**config.mk**
```make
export PLATFORM = sky130hd
export DESIGN_NAME = acs_seq
export DESIGN_NICKNAME = d
export VERILOG_FILES = /design/src/hdl/acs_pkg.sv /design/src/hdl/acs_seq.sv /design/src/hdl/acs_decim.sv
export VERILOG_INCLUDE_DIRS = /design/src /design/src/hdl
export SDC_FILE = /design/constraint.sdc
export NUM_CORES = 1
export LEC_CHECK = 0
export BUFFER_PORTS_ARGS = -buffer_cell sky130_fd_sc_hd__buf_2
export CAP_MARGIN = 30
export CORE_UTILIZATION = 50
export DETAILED_ROUTE_END_ITERATION = 8
export MAX_ROUTING_LAYER = met4
export PLACE_DENSITY = 0.78
export SYNTH_ARGS = -nofsm -noshare
export SYNTH_HDL_FRONTEND = slang
export SYNTH_SLANG_ARGS = --single-unit
export TNS_END_PERCENT = 50
```
**constraint.sdc**
```tcl
create_clock -name clk -period 4.73 [get_ports clk]
set_input_delay 0.2365 -clock clk [delete_from_list [all_inputs] [get_ports clk]]
set_output_delay 0.2365 -clock clk [all_outputs]
set_load 0.01 [all_outputs]
```
**src/hdl/acs_cfg.svh**
```systemverilog
// constants for the conversion sequencer
`ifndef ACS_CFG_SVH
`define ACS_CFG_SVH
`define ACS_ADDR_W      4
`define ACS_A_CTRL      4'h0
`define ACS_A_CFG       4'h1
`define ACS_A_STAT      4'h2
`define ACS_A_MASK      4'h3
`define ACS_A_RESULT    4'h4
`define ACS_A_PERIOD    4'h5
`define ACS_CTRL_START  0
`define ACS_CFG_EN      0
`define ACS_CFG_MODE_LO 1
`define ACS_CFG_MODE_HI 2
`define ACS_CFG_RES_LO  3
`define ACS_CFG_RES_HI  7
`define ACS_ST_DONE     0
`define ACS_ST_OVR      1
`define ACS_ST_BUSY     2
`define ACS_PRIME_CNT   2'h3
`define ACS_TURBO_RES   5'h11
`define ACS_PERIOD_RST  16'h0040
`define ACS_RES_RST     5'h10
`endif

```
**src/hdl/acs_pkg.sv**
```systemverilog
// types for the conversion sequencer
package acs_pkg;
  typedef enum logic [1:0] {
    ACS_SINGLE = 2'b00,
    ACS_CONT   = 2'b01,
    ACS_MULTI  = 2'b10,
    ACS_TURBO  = 2'b11
  } acs_mode_t;
  typedef enum logic [1:0] {
    ACS_IDLE  = 2'b00,
    ACS_PRIME = 2'b01,
    ACS_CONV  = 2'b10
  } acs_state_t;
endpackage : acs_pkg

```
**src/hdl/acs_seq.sv**
```systemverilog
// conversion sequencer top: modes, priming, start trigger, done output
`timescale 1ns/10ps
`include "acs_cfg.svh"
module acs_seq #(
  parameter int RW = 20
) (
  // clock and reset
  input  wire logic                   clk,
  input  wire logic                   resetn,
  // register port
  input  wire logic [`ACS_ADDR_W-1:0] addr,
  input  wire logic [31:0]            wdata,
  input  wire logic                   wr,
  input  wire logic                   rd,
  output logic [31:0]                 rdata,
  // converter side
  input  wire logic                   start_trig,
  input  wire logic                   mod_bit,
  output logic                        mod_reset,
  // result side
  output logic                        conv_done,
  output logic                        irq
);
  import acs_pkg::*;

  // ----------------------------------------------------------------
  // input synchronisers
  // ----------------------------------------------------------------
  logic [1:0] trig_s_q;
  logic [1:0] bit_s_q;
  logic       trig_old_q;
  always_ff @(posedge clk or negedge resetn) begin
    if (!resetn) begin
      trig_s_q   <= 2'h0;
      bit_s_q    <= 2'h0;
      trig_old_q <= 1'b0;
    end else begin
      trig_s_q   <= {trig_s_q[0], start_trig};
      bit_s_q    <= {bit_s_q[0], mod_bit};
      trig_old_q <= trig_s_q[1];
    end
  end
  wire trig_rise = trig_s_q[1] & ~trig_old_q;

  // ----------------------------------------------------------------
  // registers
  // ----------------------------------------------------------------
  logic             en_q;
  acs_mode_t        mode_q;
  logic [4:0]       res_q;
  logic [15:0]      period_q;
  logic [2:0]       stat_q;
  logic [2:0]       mask_q;
  logic [RW-1:0]    result_q;
  logic             done_q;
  logic [31:0]      rdata_q;
  logic             irq_q;
  logic             mrst_q;

  wire wr_ctrl   = wr & (addr == `ACS_A_CTRL);
  wire wr_cfg    = wr & (addr == `ACS_A_CFG);
  wire wr_mask   = wr & (addr == `ACS_A_MASK);
  wire wr_period = wr & (addr == `ACS_A_PERIOD);
  wire rd_stat   = rd & (addr == `ACS_A_STAT);
  wire rd_result = rd & (addr == `ACS_A_RESULT);
  wire sw_start  = wr_ctrl & wdata[`ACS_CTRL_START];

  // ----------------------------------------------------------------
  // sequencer
  // ----------------------------------------------------------------
  acs_state_t  st_q;
  logic [1:0]  prime_q;
  logic [15:0] tick_q;
  logic        run_q;
  logic        multi_reset;
  wire         busy      = (st_q != ACS_IDLE);
  wire         is_cont   = (mode_q == ACS_CONT);
  wire         turbo_hi  = (mode_q == ACS_TURBO) &
                           (res_q >= `ACS_TURBO_RES);
  wire         start_req = en_q & (sw_start | trig_rise);
  wire         go        = start_req & ~busy;
  wire         period_end = busy & (tick_q == period_q);
  wire         last_prime = (st_q == ACS_PRIME) &
                            (prime_q == `ACS_PRIME_CNT - 2'h1);
  wire         conv_end  = period_end & (st_q == ACS_CONV);
  // multi and low-res turbo re-prime each sample; high-res turbo does not
  wire         reprime   = (mode_q == ACS_MULTI) |
                           ((mode_q == ACS_TURBO) & ~turbo_hi);
  wire [RW-1:0] dec_val;

  acs_decim #(.W(RW)) u_decim (
    .clk    (clk),
    .resetn (resetn),
    .clr    (multi_reset),
    .dump   (period_end),
    .bit_in (bit_s_q[1]),
    .bit_en (busy),
    .value  (dec_val)
  );

  acs_state_t st_d;
  always_comb begin
    st_d        = st_q;
    multi_reset = 1'b0;
    unique case (st_q)
      ACS_IDLE: begin
        if (go) begin
          st_d        = ACS_PRIME;
          multi_reset = 1'b1;
        end
      end
      ACS_PRIME: begin
        if (period_end && last_prime) begin
          st_d = ACS_CONV;
        end
      end
      ACS_CONV: begin
        if (conv_end) begin
          if (!run_q || mode_q == ACS_SINGLE) begin
            st_d = ACS_IDLE;
          end else if (is_cont) begin
            st_d = ACS_CONV;
          end else if (reprime) begin
            st_d        = ACS_PRIME;
            multi_reset = 1'b1;
          end else begin
            st_d = ACS_CONV;
          end
        end
      end
      default: st_d = ACS_IDLE;
    endcase
  end

  always_ff @(posedge clk or negedge resetn) begin
    if (!resetn) begin
      st_q    <= ACS_IDLE;
      prime_q <= 2'h0;
      tick_q  <= 16'h0;
      run_q   <= 1'b0;
      mrst_q  <= 1'b0;
    end else begin
      st_q    <= st_d;
      mrst_q  <= multi_reset;
      tick_q  <= (!busy || period_end || multi_reset) ? 16'h0
                 : tick_q + 16'h1;
      if (multi_reset)
        prime_q <= 2'h0;
      else if (period_end && st_q == ACS_PRIME)
        prime_q <= prime_q + 2'h1;
      if (go)
        run_q <= 1'b1;
      else if (!en_q)
        run_q <= 1'b0;
    end
  end

  // ----------------------------------------------------------------
  // register writes, status, result, done
  // ----------------------------------------------------------------
  wire ovr_ev = conv_end & done_q & ~rd_result;
  always_ff @(posedge clk or negedge resetn) begin
    if (!resetn) begin
      en_q     <= 1'b0;
      mode_q   <= ACS_SINGLE;
      res_q    <= `ACS_RES_RST;
      period_q <= `ACS_PERIOD_RST;
      mask_q   <= 3'h0;
      stat_q   <= 3'h0;
      result_q <= '0;
      done_q   <= 1'b0;
    end else begin
      if (wr_cfg) begin
        en_q   <= wdata[`ACS_CFG_EN];
        mode_q <= acs_mode_t'(wdata[`ACS_CFG_MODE_HI:`ACS_CFG_MODE_LO]);
        res_q  <= wdata[`ACS_CFG_RES_HI:`ACS_CFG_RES_LO];
      end
      if (wr_period)
        period_q <= wdata[15:0];
      if (wr_mask)
        mask_q <= wdata[2:0];
      if (conv_end)
        result_q <= dec_val;
      // set wins over the read clear
      stat_q[`ACS_ST_DONE] <= conv_end |
                              (stat_q[`ACS_ST_DONE] & ~rd_stat);
      stat_q[`ACS_ST_OVR]  <= ovr_ev |
                              (stat_q[`ACS_ST_OVR] & ~rd_stat);
      stat_q[`ACS_ST_BUSY] <= busy;
      done_q <= conv_end | (done_q & ~rd_result);
    end
  end

  wire [31:0] rd_mux =
    (addr == `ACS_A_CFG)    ? {24'h0, res_q, mode_q, en_q} :
    (addr == `ACS_A_STAT)   ? {29'h0, stat_q} :
    (addr == `ACS_A_MASK)   ? {29'h0, mask_q} :
    (addr == `ACS_A_RESULT) ? {{(32-RW){1'b0}}, result_q} :
    (addr == `ACS_A_PERIOD) ? {16'h0, period_q} : 32'h0;
  wire irq_d = |(stat_q[1:0] & mask_q[1:0]);

  always_ff @(posedge clk or negedge resetn) begin
    if (!resetn) begin
      rdata_q <= 32'h0;
      irq_q   <= 1'b0;
    end else begin
      rdata_q <= rd ? rd_mux : 32'h0;
      irq_q   <= irq_d;
    end
  end

  assign rdata     = rdata_q;
  assign irq       = irq_q;
  assign conv_done = done_q;
  assign mod_reset = mrst_q;
endmodule : acs_seq

```
**src/hdl/acs_decim.sv**
```systemverilog
// sinc-style accumulate and dump decimator on the modulator stream
`timescale 1ns/10ps
module acs_decim #(
  parameter int W = 20
) (
  // clock and reset
  input  wire logic         clk,
  input  wire logic         resetn,
  // control
  input  wire logic         clr,
  input  wire logic         dump,
  input  wire logic         bit_in,
  input  wire logic         bit_en,
  // output
  output logic [W-1:0]      value
);
  logic [W-1:0] acc_q;
  logic [W-1:0] stage_q;
  wire  [W-1:0] acc_inc = acc_q + {{(W-1){1'b0}}, bit_in};
  wire  [W-1:0] acc_d   = clr ? '0 : (dump ? '0 : (bit_en ? acc_inc : acc_q));
  always_ff @(posedge clk or negedge resetn) begin
    if (!resetn) begin
      acc_q   <= '0;
      stage_q <= '0;
    end else begin
      acc_q   <= acc_d;
      stage_q <= clr ? '0 : (dump ? acc_q + stage_q : stage_q);
    end
  end
  assign value = stage_q;
endmodule : acs_decim

```
After elaboration in Yosys (flattened, before gate mapping)
Index checks and enable logic that the tools add are counted.
{ "op_classes": {"mux": 29, "bitwise": 31, "n_addsub": 4, "n_eq_ne": 16, "n_reduce_logical": 16, "n_lt_le_gt_ge": 1} }
{ "ops": {"columns": ["op", "count"], "rows": [
  ["two-way mux 20 bit", 10],
  ["two-way mux 16 bit", 2],
  ["adder 20 x 1 -> 20 bit", 1],
  ["adder 20 bit", 1],
  ["AND 1 bit", 20],
  ["adder 16 x 1 -> 16 bit, second input constant", 1],
  ["equality test 16 bit", 1],
  ["two-way mux 2 bit", 8],
  ["equality test 2 bit, second input constant", 4],
  ["equality test 4 x 2 -> 1 bit, second input constant", 2],
  ["equality test 4 x 3 -> 1 bit, second input constant", 2],
  ["two-way mux 1 bit", 7],
  ["one-hot mux 2 bit (3 select lines)", 1],
  ["nonzero test 2 bit", 3],
  [">= comparator 5 bit, second input constant", 1],
  ["inverter 1 bit", 5],
  ["OR 1 bit", 5],
  ["equality test 2 x 1 -> 1 bit, second input constant", 2],
  ["equality test 4 x 1 -> 1 bit, second input constant", 1],
  ["zero test 2 bit", 2],
  ["zero test 4 bit", 1],
  ["!= test 2 x 1 -> 1 bit, second input constant", 2],
  ["!= test 2 bit, second input constant", 2],
  ["logical OR 1 bit", 3],
  ["other kinds (8)", 10]
]} }
{ "totals": {"input_bits": 42, "ff_bits": 139, "wordCells": 117, "out_inout_bits": 35} }

Longest topological paths before layout
Gate-level depths: netlist (run 1).
{ "depth": {"word_depth": 12, "mapped_depth": 10, "depth_no_buf": 10} }

By module
A second synthesis (run 1) with hierarchy kept.
{ "hier_totals": {"hier_cells": 654, "hier_area_um2": 7121.8} }
{ "modules_own_cells": {"columns": ["module", "cells_per_inst", "seq_area_each_um2", "n_inst", "area_each_um2"], "rows": [
  ["acs_seq", 358, 2479.9, 1, 4446.8],
  ["acs_decim", 296, 1001.0, 1, 2675.1]
]} }

Worst setup path before layout (run 1)
No wires, ideal clock.
{ "synth_timing": {"path_type": "reg-to-reg", "start": "register u_decim.acc_q[16]", "end": "register u_decim.stage_q[19] (netlist: u_decim.value[19])", "period_less_slack_ns": 2.278, "t_required_ns": 4.650, "stages_incl_launch_ff": 9, "setup_time_ns": 0.080, "slack_ns": 2.452, "t_arrival_ns": 2.198, "path_buffers": 0, "cell_sequence": "dfrtp_1 > ha_1 > a21oi_2 > nor2b_1 > a211o_1 > a221o_1 > or3_1 > and2_4 > o211ai_2"} }
{ "synth_between": {"elab_chain_len": 3} }
{ "synth_lines": {"columns": ["item", "line_no", "text"], "rows": [
  ["start: declaration", "acs_decim.sv:17", "logic [W-1:0] acc_q;"],
  ["start signal: assignment", "acs_decim.sv:23", "acc_q <= '0;"],
  ["start signal: assignment", "acs_decim.sv:26", "acc_q <= acc_d;"],
  ["adder 20 bit", "acs_decim.sv:27", "stage_q <= clr ? '0 : (dump ? acc_q + stage_q : stage_q);"],
  ["two-way mux 20 bit (2 in a row)", "acs_decim.sv:27", null],
  ["end signal: assignment", "acs_decim.sv:27", null],
  ["end: declaration", "acs_decim.sv:18", "logic [W-1:0] stage_q;"]
]} }
Every way passes these cells. The select of a mux whose other input is x is not followed.
A chain may end at the register's enable or synchronous reset.

Worst setup path in the final report (run 1)
{ "layout_timing": {"start": "register tick_q[2]", "end": "register prime_q[0]"} }
{ "layout_between": {"elab_chain_len": 6, "word_cells_on_any_way": 8, "cone_classes": "eq/ne: 1; mux: 3; bitwise: 2; reduce/logical: 2"} }
{ "layout_lines": {"columns": ["item", "line_no", "text"], "rows": [
  ["start: declaration", "acs_seq.sv:73", "logic [15:0] tick_q;"],
  ["start signal: assignment", "acs_seq.sv:145", "tick_q <= (!busy || period_end || multi_reset) ? 16'h0"],
  ["equality test 16 bit (*)", "acs_seq.sv:82", "wire period_end = busy & (tick_q == period_q);"],
  ["AND 1 bit (*)", "acs_seq.sv:82", null],
  ["AND 1 bit (*)", "acs_seq.sv:85", "wire conv_end = period_end & (st_q == ACS_CONV);"],
  ["two-way mux 1 bit (*)", "acs_seq.sv:118", "if (conv_end) begin"],
  ["one-hot mux 1 bit (2 select lines) (*)", "acs_seq.sv:105", "unique case (st_q)"],
  ["named net multi_reset", "acs_seq.sv:75", "logic multi_reset;"],
  ["two-way mux 2 bit or nonzero test 2 bit (tied branches)", null, null],
  ["end signal: assignment", "acs_seq.sv:150", "prime_q <= prime_q + 2'h1;"],
  ["end: declaration", "acs_seq.sv:72", "logic [1:0] prime_q;"]
]} }
Mark *: on every way through the listed nets, which the timed path passes. The rest lies on a longest branch.

==> results_dict.tcl, run 1 <==
set metrics [dict create \
    outcome "finished clean" \
    fin_nets 786 \
    worst_setup_path_end_kind "flop" \
    worstSetupStartpointType "flop" \
    cts_sinks 139 \
    hold_path_class "input port to flop" \
    place_area_um2 7370 \
    grt_pass1_vias 5164 \
    utilization_pct 59.9 \
    irDropWorstVdd_v 0.000261 \
    post-cts-setup-buffers 0 \
    synth.area.top_cells "dfrtp_1, mux2_2, xnor2_1" \
    wire_per_inst_um 17.3 \
    numCtsBuffers 17 \
    tritoncts "built" \
    synth_area_per_cell_um2 10.5 \
    ys_warn_count 0 \
    fin_cells 909 \
    yosysSeqAreaShare_pct 49.6 \
    clk_path_buf_depth 2 \
    die_area_um2 14500 \
    finalWorstPathRequiredPeriod_ps 3000 \
    io_pins 77 \
    clk_pin_slew_worst_paths_ps 60 \
    antennaDiodeCount 0 \
    synth_ff_type "dfrtp_1" \
    hold_viol_final 0 \
    drv_cap 0 \
    max_slew_margin_pct 36.5 \
    path_delay_family "simple AND/OR/NAND/NOR gates" \
    grt_pass1_wl_mm 25.9 \
    wirelength_mm 15.7 \
    area_growth_pct 14.7 \
    io_buffers 48 \
    critPathMaxFanout 23 \
    setup_ws_ps 1730 \
    ys_ff_latch 139 \
    num_vias 5263 \
    core_um2 13500 \
    clock.fmax_ghz 0.334 \
    path_cells "xnor2_1 -> nand4_1 -> nor4_2 -> buf_4 -> and3b_1 -> inv_1 -> o21ai_2 -> o21ai_1" \
    die_height_um 121 \
    setup_tns_ps 0 \
    cts_resized 0 \
    fin_area_um2 8050 \
    synth-edff-count 0 \
    fin_skew_ps 9.16 \
    clkLatencyLatePin_ps 430 \
    async_flop_share_pct 100 \
    start_util_pct 52.2 \
    antenna_found_initial 0 \
    ant_nets 0 \
    tightest_slew_ps 952 \
    holdBufCountCts 3 \
    fin_crit_sh_pct 63.4 \
    dp.final_hpwl_mm 10.9 \
    vias_per_cell 5.79 \
    syn_inst 667 \
    cp_num_buf_inv 2 \
    rows 42 \
    synth_top_area_share_pct 48.8 \
    cp.required_ps 5030 \
    drcViolationCount 0 \
    fill_cells 1035 \
    synth_area_um2 7020 \
    reg2regPathDepth 8 \
    min_path_cells 2 \
    timing.final.max_slew_violations 0 \
    cts_root_buffer "clkbuf_16" \
    place_ws_ps 1700 \
    grt_max_degree 93 \
    cp_num_cells 8 \
    crit_path_max_incr_delay_ps 810 \
    grt_setup_unrepaired "false" \
    grt_util_all_layers_pct 23.9 \
    htreeDepth 4 \
    power.density_nw_per_um2 477 \
    drtIter0Drc 480 \
    die_w_um 121 \
    grt.overflow.total 0 \
    crit_arrival_ps 3300 \
    drive_above_1_share_pct 20.7 \
    synthDistinctLibCells 66 \
    p_leak_nw 3.84 \
    firstDrtPassIters 6 \
    numPlacedInstances 874 \
    path_class "flop to flop" \
    crit_slowest_cell "and3b_1" \
    synth_top_cell_by_area "dfrtp_1" \
    gp_congestion 0.925 \
    setup_violations 0 \
]
-- layout by cell type, fill, tap and decap left out, types with 12 or more instances in the layout --
master     netlist  layout
dfrtp_1        137     137
nand2_1         69      69
nor2_1          66      66
mux2_2          47      47
buf_2            7      47
o21ai_0         34      34
xnor2_1         33      33
xor2_1          23      23
ha_1            23      23
nand3_1         20      20
a21oi_1         20      20
clkbuf_16        0      17
inv_1           16      16
a22oi_1         15      15
nand4_1         13      13
and3_1          13      13
conb_1           1      12
-- layer usage --
metal	up-vias	routed length [um]	GRT usage [%]	part of all wire [%]
met5	-	0	-	0
met4	0	477	12.3	3.0
met3	45	846	5.19	5.4
met2	194	7880	38.1	50
met1	2591	6530	28.7	42
li1	2433	-	-	-
-- cells by family (layout without fill, tap and decap cells) --
logic type,after synthesis,count (layout),synth area share (%)
compound gates,119,119,11.4
xor+xnor,56,56,6.99
fa+ha+maj,24,24,4.38
buf+inv,49,104,3.72
flops,139,139,49.6
mux,53,53,8.46
other cells,1,12,0.0534
simple gates,226,226,15.4
-- final timing paths --
| path | from | endpoint | slack, ps |
|---|---|---|---|
| setup / recovery | tick_q[2] | prime_q[0] | 1730 |
| hold / removal | wdata[11] | period_q[11] | 50 |
| min in group asynchronous | resetn | period_q[15] | 440 |
| max in group asynchronous | resetn | rdata[15] | 3160 |
| setup reg to reg | tick_q[2] | prime_q[0] | 1730 |
| hold reg to reg | bit_s_q[0] | bit_s_q[1] | 340 |
-- per-stage QoR --
| stage | hold slack, ps | power, mW |
|---|---|---|
| 2_1_floorplan | -59.1 | 2.14 |
| 3_3_place_gp | 333 | 2.32 |
| 3_5_place_dp | 336 | 2.38 |
| 4_1_cts | 42.5 | 3.85 |
| 5_1_grt | 45.9 | 4.03 |
| 6_report | 50.1 | 3.85 |
-- area by class of cell --
| type | count | area (um2) | area share, % |
|---|---|---|---|
| sequential | 139 | 3480 | 43.2 |
| multi-input combinational | 490 | 3330 | 41.3 |
| clock buffer | 21 | 460 | 5.72 |
| timing repair buffer | 56 | 314 | 3.90 |
| tap | 176 | 220 | 2.73 |
| clock inverter | 11 | 193 | 2.39 |
| inverter | 16 | 60.1 | 0.746 |
-- state kept, by name (all words and copies together) (netlist names) --
name / count
rdata: 20
result_q: 20
u_decim.acc_q: 20
u_decim.value: 20
period_q: 16
tick_q: 16
res_q: 5
mask_q: 3
stat_q: 3
bit_s_q: 2
mode_q: 2
prime_q: 2
st_q: 2
trig_s_q: 2
conv_done: 1
en_q: 1
irq: 1
mod_reset: 1
run_q: 1
trig_old_q: 1
-- synth_stat cells (all sizes together), types with 6 or more instances --
| cell | count |
|---|---|
| dfrtp | 137 |
| nand2 | 70 |
| nor2 | 67 |
| mux2 | 48 |
| o21ai | 37 |
| xnor2 | 33 |
| buf | 24 |
| ha | 23 |
| xor2 | 23 |
| a21oi | 22 |
| nand3 | 21 |
| inv | 16 |
| a22oi | 15 |
| and3 | 14 |
| nand4 | 13 |
| clkbuf | 9 |
| nor3 | 7 |
| o21a | 7 |
| a21o | 6 |
| or3 | 6 |
-- report_power, final --
group          total [mW]  internal, mW  switching [mW]
clock                1.46         0.962           0.497
sequential           1.62          1.40           0.219
combinational       0.765         0.339           0.426
-- worst register-to-register path: cells and delay by family, from the launching register on --
family / cells / cell delay, ps
buf+inv: 2 / 480
simple gates: 3 / 1320
flops: 1 / 440
compound gates: 2 / 430
xor+xnor: 1 / 220
Note: power is estimated with default switching activity, not from simulation.
==> run 2: changes to the inputs <==
--- a/config.mk
+++ b/config.mk
@@ -6,12 +6,13 @@
 export SDC_FILE = /design/constraint.sdc
 export NUM_CORES = 1
 export LEC_CHECK = 0
+export ABC_AREA = 1
 export BUFFER_PORTS_ARGS = -buffer_cell sky130_fd_sc_hd__buf_2
 export CAP_MARGIN = 30
 export CORE_UTILIZATION = 50
 export DETAILED_ROUTE_END_ITERATION = 8
 export MAX_ROUTING_LAYER = met4
-export PLACE_DENSITY = 0.78
+export PLACE_DENSITY = 0.8
 export SYNTH_ARGS = -nofsm -noshare
 export SYNTH_HDL_FRONTEND = slang
 export SYNTH_SLANG_ARGS = --single-unit
==> constraint.sdc (replaced) <==
create_clock -name clk -period 2.42 [get_ports clk]
set_input_delay 0.121 -clock clk [delete_from_list [all_inputs] [get_ports clk]]
set_output_delay 0.121 -clock clk [all_outputs]
set_load 0.01 [all_outputs]
==> run 2 against run 1 <==
Clock-buffer cell count decreased by 2. The run now ends with DRC left. Non-clock buffer count increased by 22. Largest cell class is now multi-input combinational cells. Core utilization decreased by 0.24 points. Synthesized cell count increased by 52%. Area after synthesis increased by 8.6%. Combinational power increased by 5.0%. Wire length increased by 14%. Critical path depth increased by 2.
==> results_dict.tcl, run 2 <==
set metrics [dict create \
    htreeDepth 4 \
    setup_tns_ps 0 \
    cts_root_buffer "clkbuf_16" \
    syn_inst 1016 \
    whs_ps 11.8 \
    dp.final_hpwl_mm 13.2 \
    fin_nets 1158 \
    synth_ff_type "dfrtp_1" \
    place_area_um2 8060 \
    ant_nets 0 \
    outcome "complete, but fails checks" \
    gp_congestion 0.949 \
    grt_pass1_vias 6464 \
    p_leak_nw 4.60 \
    layout_common_cells "nand2_1, dfrtp_1, inv_1" \
    wirelength_mm 17.9 \
    die_w_um 126 \
    synth_area_um2 7630 \
    synth-edff-count 0 \
    io_buffers 48 \
    place_ws_ps 378 \
    synth.area.top_cells "dfrtp_1, nand2_1, inv_1" \
    tritoncts "built" \
    worst_setup_path_end_kind "flop" \
    antennaDiodeCount 0 \
    yosysSeqAreaShare_pct 45.6 \
    synth_area_per_cell_um2 7.51 \
    fin_crit_sh_pct 85.3 \
    vias_per_cell 5.16 \
    io_pins 77 \
    drtIter0Drc 511 \
    tightest_slew_ps 586 \
    finalWorstPathRequiredPeriod_ps 2070 \
    irDropWorstVdd_v 0.000561 \
    fin_skew_ps 8.42 \
    yosysMostFrequentCell "nand2_1" \
    hold_viol_final 0 \
    antenna_found_initial 0 \
    die_height_um 126 \
    grt_util_all_layers_pct 25.4 \
    clk_path_buf_depth 2 \
    area_growth_pct 14.9 \
    synth_top_cell_by_area "dfrtp_1" \
    start_util_pct 51.9 \
    ys_ff_latch 139 \
    grt_max_degree 51 \
    timing.final.max_slew_violations 0 \
    drv_cap 0 \
    cp.required_ps 2730 \
    drcViolationCount 9 \
    multi_input_area_um2 3530 \
    clkLatencyLatePin_ps 430 \
    async_flop_share_pct 100 \
    fill_cells 1309 \
    grt.overflow.total 0 \
    synthDistinctLibCells 37 \
    ys_warn_count 0 \
    synth_top_area_share_pct 44.9 \
    worstSetupStartpointType "flop" \
    clk_pin_slew_worst_paths_ps 60 \
    wire_per_inst_um 13.9 \
    max_slew_margin_pct 60.9 \
    firstDrtPassIters 8 \
    power.density_nw_per_um2 665 \
    yosys-top-cells-count "nand2_1, dfrtp_1, inv_1, nor2_1, nand3_1" \
    path_class "flop to flop" \
    fin_area_um2 8760 \
    grt_setup_unrepaired "false" \
    violations "DRC" \
    layout.area.seq_um2 3480 \
    numCtsBuffers 17 \
    critPathMaxFanout 15 \
    crit_arrival_ps 2370 \
    final_common_cell "nand2_1" \
    core_um2 14700 \
    die_area_um2 15800 \
    setup_ws_ps 355 \
    rows 44 \
    clock.fmax_ghz 0.484 \
    num_vias 6650 \
    hold_path_class "input port to flop" \
    grt_pass1_wl_mm 30.6 \
    drive_above_1_share_pct 9.68 \
    setup_violations 0 \
    cts_sinks 139 \
]
[run 2: timing repair]
item	4_1_cts	5_1_grt
hold buffers	18	0
endpoints found under the hold margin	71	0
gates resized for setup	0	0
buffers inserted	0	0
[run 2: stage by stage]
| stage | total power, mW | util, % | instances |
|---|---|---|---|
| 2_1_floorplan | 3.27 | - | 1027 |
| 3_3_place_gp | 3.48 | 54.8 | 1239 |
| 3_5_place_dp | 3.51 | 54.8 | 1239 |
| 4_1_cts | 5.86 | 59.6 | 1289 |
| 5_1_grt | 6.13 | 59.6 | 1289 |
| 6_report | 5.83 | 59.6 | 1289 |
[run 2: critical path, stage by stage (launching register included)]
cell	delay, ps
dfrtp_1	490
inv_1	130
nand2_1	80
nand2_1	40
nor2_1	70
nand2_1	80
nor2_4	200
nand2_4	140
nand2_1	320
buf_4	290
nor2_1	80
[run 2: area by class of cell]
class	count	area share (%)
clock buffer	19	4.94
clock inverter	13	1.10
timing repair buffer	78	6.04
sequential	139	39.7
inverter	124	5.31
tap	184	2.63
multi-input combinational	732	40.3
[run 2: cells by family (layout without fill, tap and decap cells)]
family                     count (synthesis)  count (layout)  synth area share [%]
other                                      1              12                0.0492
xor gates and xnor gates                  25              25                  2.87
adders and majority gates                 24              24                  4.03
and+or+nand+nor                          558             558                  30.9
muxes                                      1               1                 0.148
buffers and inverters                    156             234                  8.64
AOI/OAI and AO/OA                        112             112                  7.76
DFF                                      139             139                  45.6
[run 2: worst paths after layout]
path,depth (start not counted),startpoint,endpoint,slack [ps]
max,10,tick_q[6],tick_q[14],350
min,3,wdata[2],period_q[2],10
max reg2reg,10,tick_q[6],tick_q[14],350
min reg2reg,0,bit_s_q[0],bit_s_q[1],360
max in group asynchronous,3,resetn,res_q[4],1480
min in group asynchronous,2,resetn,res_q[1],200
[run 2: routing by layer]
| layer | track usage (%) | vias to the layer above | part of all wire (%) |
|---|---|---|---|
| met5 | - | - | 0 |
| met2 | 41.7 | 149 | 49 |
| met4 | 7.10 | 0 | 1.4 |
| met3 | 4.96 | 24 | 4.5 |
| li1 | - | 3375 | - |
| met1 | 31.8 | 3102 | 46 |
[run 2: power by group]
part / internal [mW] / total (mW) / switching [mW]
clock network: 1.31 / 2.33 / 1.02
logic: 0.316 / 0.803 / 0.486
registers: 2.51 / 2.70 / 0.189
total: 4.14 / 5.83 / 1.69
==> run 3: changes to the inputs <==
--- a/config.mk
+++ b/config.mk
@@ -7,7 +7,7 @@
 export NUM_CORES = 1
 export LEC_CHECK = 0
 export ABC_AREA = 1
-export BUFFER_PORTS_ARGS = -buffer_cell sky130_fd_sc_hd__buf_2
+export BUFFER_PORTS_ARGS = -buffer_cell sky130_fd_sc_hd__buf_4
 export CAP_MARGIN = 30
 export CORE_UTILIZATION = 50
 export DETAILED_ROUTE_END_ITERATION = 8
==> run 3 against run 2 <==
The flow still finishes with violations (DRC). Sequential share of layout area fell by 0.59 points. Cell area rose by 1.5%. Highest routed layer unchanged. Setup slack got worse by 37 ps. Via count increased by 1.9%. Critical path type unchanged. Flip-flop and latch count stayed put. Non-clock buffer count decreased by 1. Register-to-register slack worse by 40 ps. Largest cell class unchanged. Cell count about the same. Critical endpoint is now u_decim.value[12]. First-iteration DRC count is 23% higher. Wire length rose by 1.5%.
==> results_dict.tcl, run 3 (same netlist as run 2, synthesis figures left out) <==
set metrics [dict create \
    min_path_cells 3 \
    vias_per_cell 5.26 \
    min_to "period_q[2]" \
    grt_pass1_vias 6585 \
    antenna_found_initial 0 \
    wirelength_mm 18.2 \
    irDropWorstVdd_v 0.000509 \
    setup_violations 0 \
    clkLatencyLatePin_ps 430 \
    drive_above_1_share_pct 9.60 \
    grt_pass1_wl_mm 30.6 \
    violations "DRC" \
    reg2reg_slack_ps 320 \
    gp_congestion 0.922 \
    use_met3_pct 5.52 \
    core_um2 14700 \
    p_sw_mw 1.72 \
    critPathMaxFanout 3 \
    numCtsBuffers 17 \
    io_buffers 48 \
    hp-start "wdata[2]" \
    pwr-share-clk_pct 40.6 \
    dp.final_hpwl_mm 13.1 \
    cp.required_ps 2720 \
    worstSetupStartpointType "flop" \
    met1_usage_pct 31.4 \
    layout_common_cells "nand2_1, dfrtp_1, inv_1" \
    area_growth_pct 16.6 \
    cts_root_buffer "clkbuf_16" \
    setup_tns_ps 0 \
    num_vias 6778 \
    holdBufCountCts 18 \
    grt_max_degree 65 \
    finalWorstPathRequiredPeriod_ps 2100 \
    wire_per_inst_um 14.1 \
    globalRoute.busiestLayer "met2" \
    tightest_slew_ps 602 \
    reg2regPathDepth 13 \
    cts_resized 0 \
    fin_nets 1157 \
    p_leak_nw 4.63 \
    hold_path_class "input port to flop" \
    post-cts-setup-buffers 0 \
    p_seq_share_pct 45.5 \
    drcViolationCount 9 \
    fin_skew_ps 8.94 \
    hold_viol_final 0 \
    die_height_um 126 \
    firstDrtPassIters 8 \
    outcome "complete, but fails checks" \
    fill_cells 1328 \
    rows 44 \
    r2r_start "u_decim.acc_q[0]" \
    grt_use_met2_pct 40.8 \
    clk_path_buf_depth 2 \
    cts_sinks 139 \
    drtIter0Drc 629 \
    io_pins 77 \
    final_common_cell "nand2_1" \
    clock.fmax_ghz 0.476 \
    p_int_mw 4.22 \
    timing.final.max_slew_violations 0 \
    sw_frac_of_total_pct 28.9 \
    tritoncts "built" \
    fin_crit_sh_pct 86.9 \
    utilization_pct 60.5 \
    power.density_nw_per_um2 667 \
    pwr-share-comb_pct 13.9 \
    drv_cap 0 \
    worstReg2RegEnd "u_decim.value[12]" \
    clk_pin_slew_worst_paths_ps 60 \
    path_class "flop to flop" \
    max_slew_margin_pct 59.8 \
    start_util_pct 51.9 \
    grt.overflow.total 0 \
    die_area_um2 15800 \
    crit_arrival_ps 2410 \
    ant_nets 0 \
    antennaDiodeCount 0 \
    htreeDepth 4 \
    die_w_um 126 \
    grt_setup_unrepaired "false" \
    worst_setup_path_end_kind "flop" \
    grt_util_all_layers_pct 25.6 \
]
## run 3: critical path, stage by stage, from the launching register on
cell	delay [ps]
dfrtp_1	390
ha_1	230
inv_1	70
fa_1	410
inv_1	100
nand3_1	70
nand3_1	130
nand2_1	70
nand2_1	140
nand2_1	90
nand2_1	60
nand2_1	50
nand3_1	80
o21ai_0	80
## run 3: power groups by stage
stage | clock, mW | combinational, mW | sequential (mW)
global placement | 0 | 0.763 | 2.73
finish | 2.41 | 0.827 | 2.70
global route | 2.56 | 0.949 | 2.72
CTS | 2.44 | 0.826 | 2.70
floorplan | 0 | 0.583 | 2.68
detailed placement | 0 | 0.796 | 2.73
## run 3: cell type report
cell class	count	area (um2)	share of cell area [%]
flip-flops and latches	139	3480	39.1
inverters	124	465	5.23
multi-input cells	732	3530	39.7
well taps	184	230	2.59
repair buffers	77	639	7.19
clock inverters	11	90.1	1.01
clock buffers	21	460	5.18
## run 3: routing by layer
| layer | wire [um] | up-vias | share of wire (%) |
|---|---|---|---|
| li1 | - | 3381 | - |
| met1 | 8120 | 3124 | 45 |
| met2 | 8640 | 222 | 48 |
| met3 | 890 | 51 | 4.9 |
| met4 | 525 | 0 | 2.9 |
| met5 | 0 | - | 0 |
## run 3: stage by stage
stage	cells	setup WS (ps)	power (mW)	hold WS [ps]	instance area, um2
final	1288	318	5.94	11.1	8900
after global routing	1288	103	6.23	16.3	8900
after CTS	1288	314	5.97	5.59	8900
after detailed placement	1238	326	3.53	149	8170
after global placement	1238	380	3.49	150	8170
after floorplan	1027	644	3.27	-175	7670
## run 3: worst max path at each step
stage                      from                 to  depth (start not counted)
2_1_floorplan  u_decim.acc_q[0]  u_decim.value[12]                         13
6_report       u_decim.acc_q[0]  u_decim.value[12]                         13
4_1_cts        u_decim.acc_q[0]  u_decim.value[12]                         13
3_3_place_gp          tick_q[6]         tick_q[10]                         10
5_1_grt        u_decim.acc_q[0]  u_decim.value[12]                         13
3_5_place_dp   u_decim.acc_q[0]  u_decim.value[12]                         13
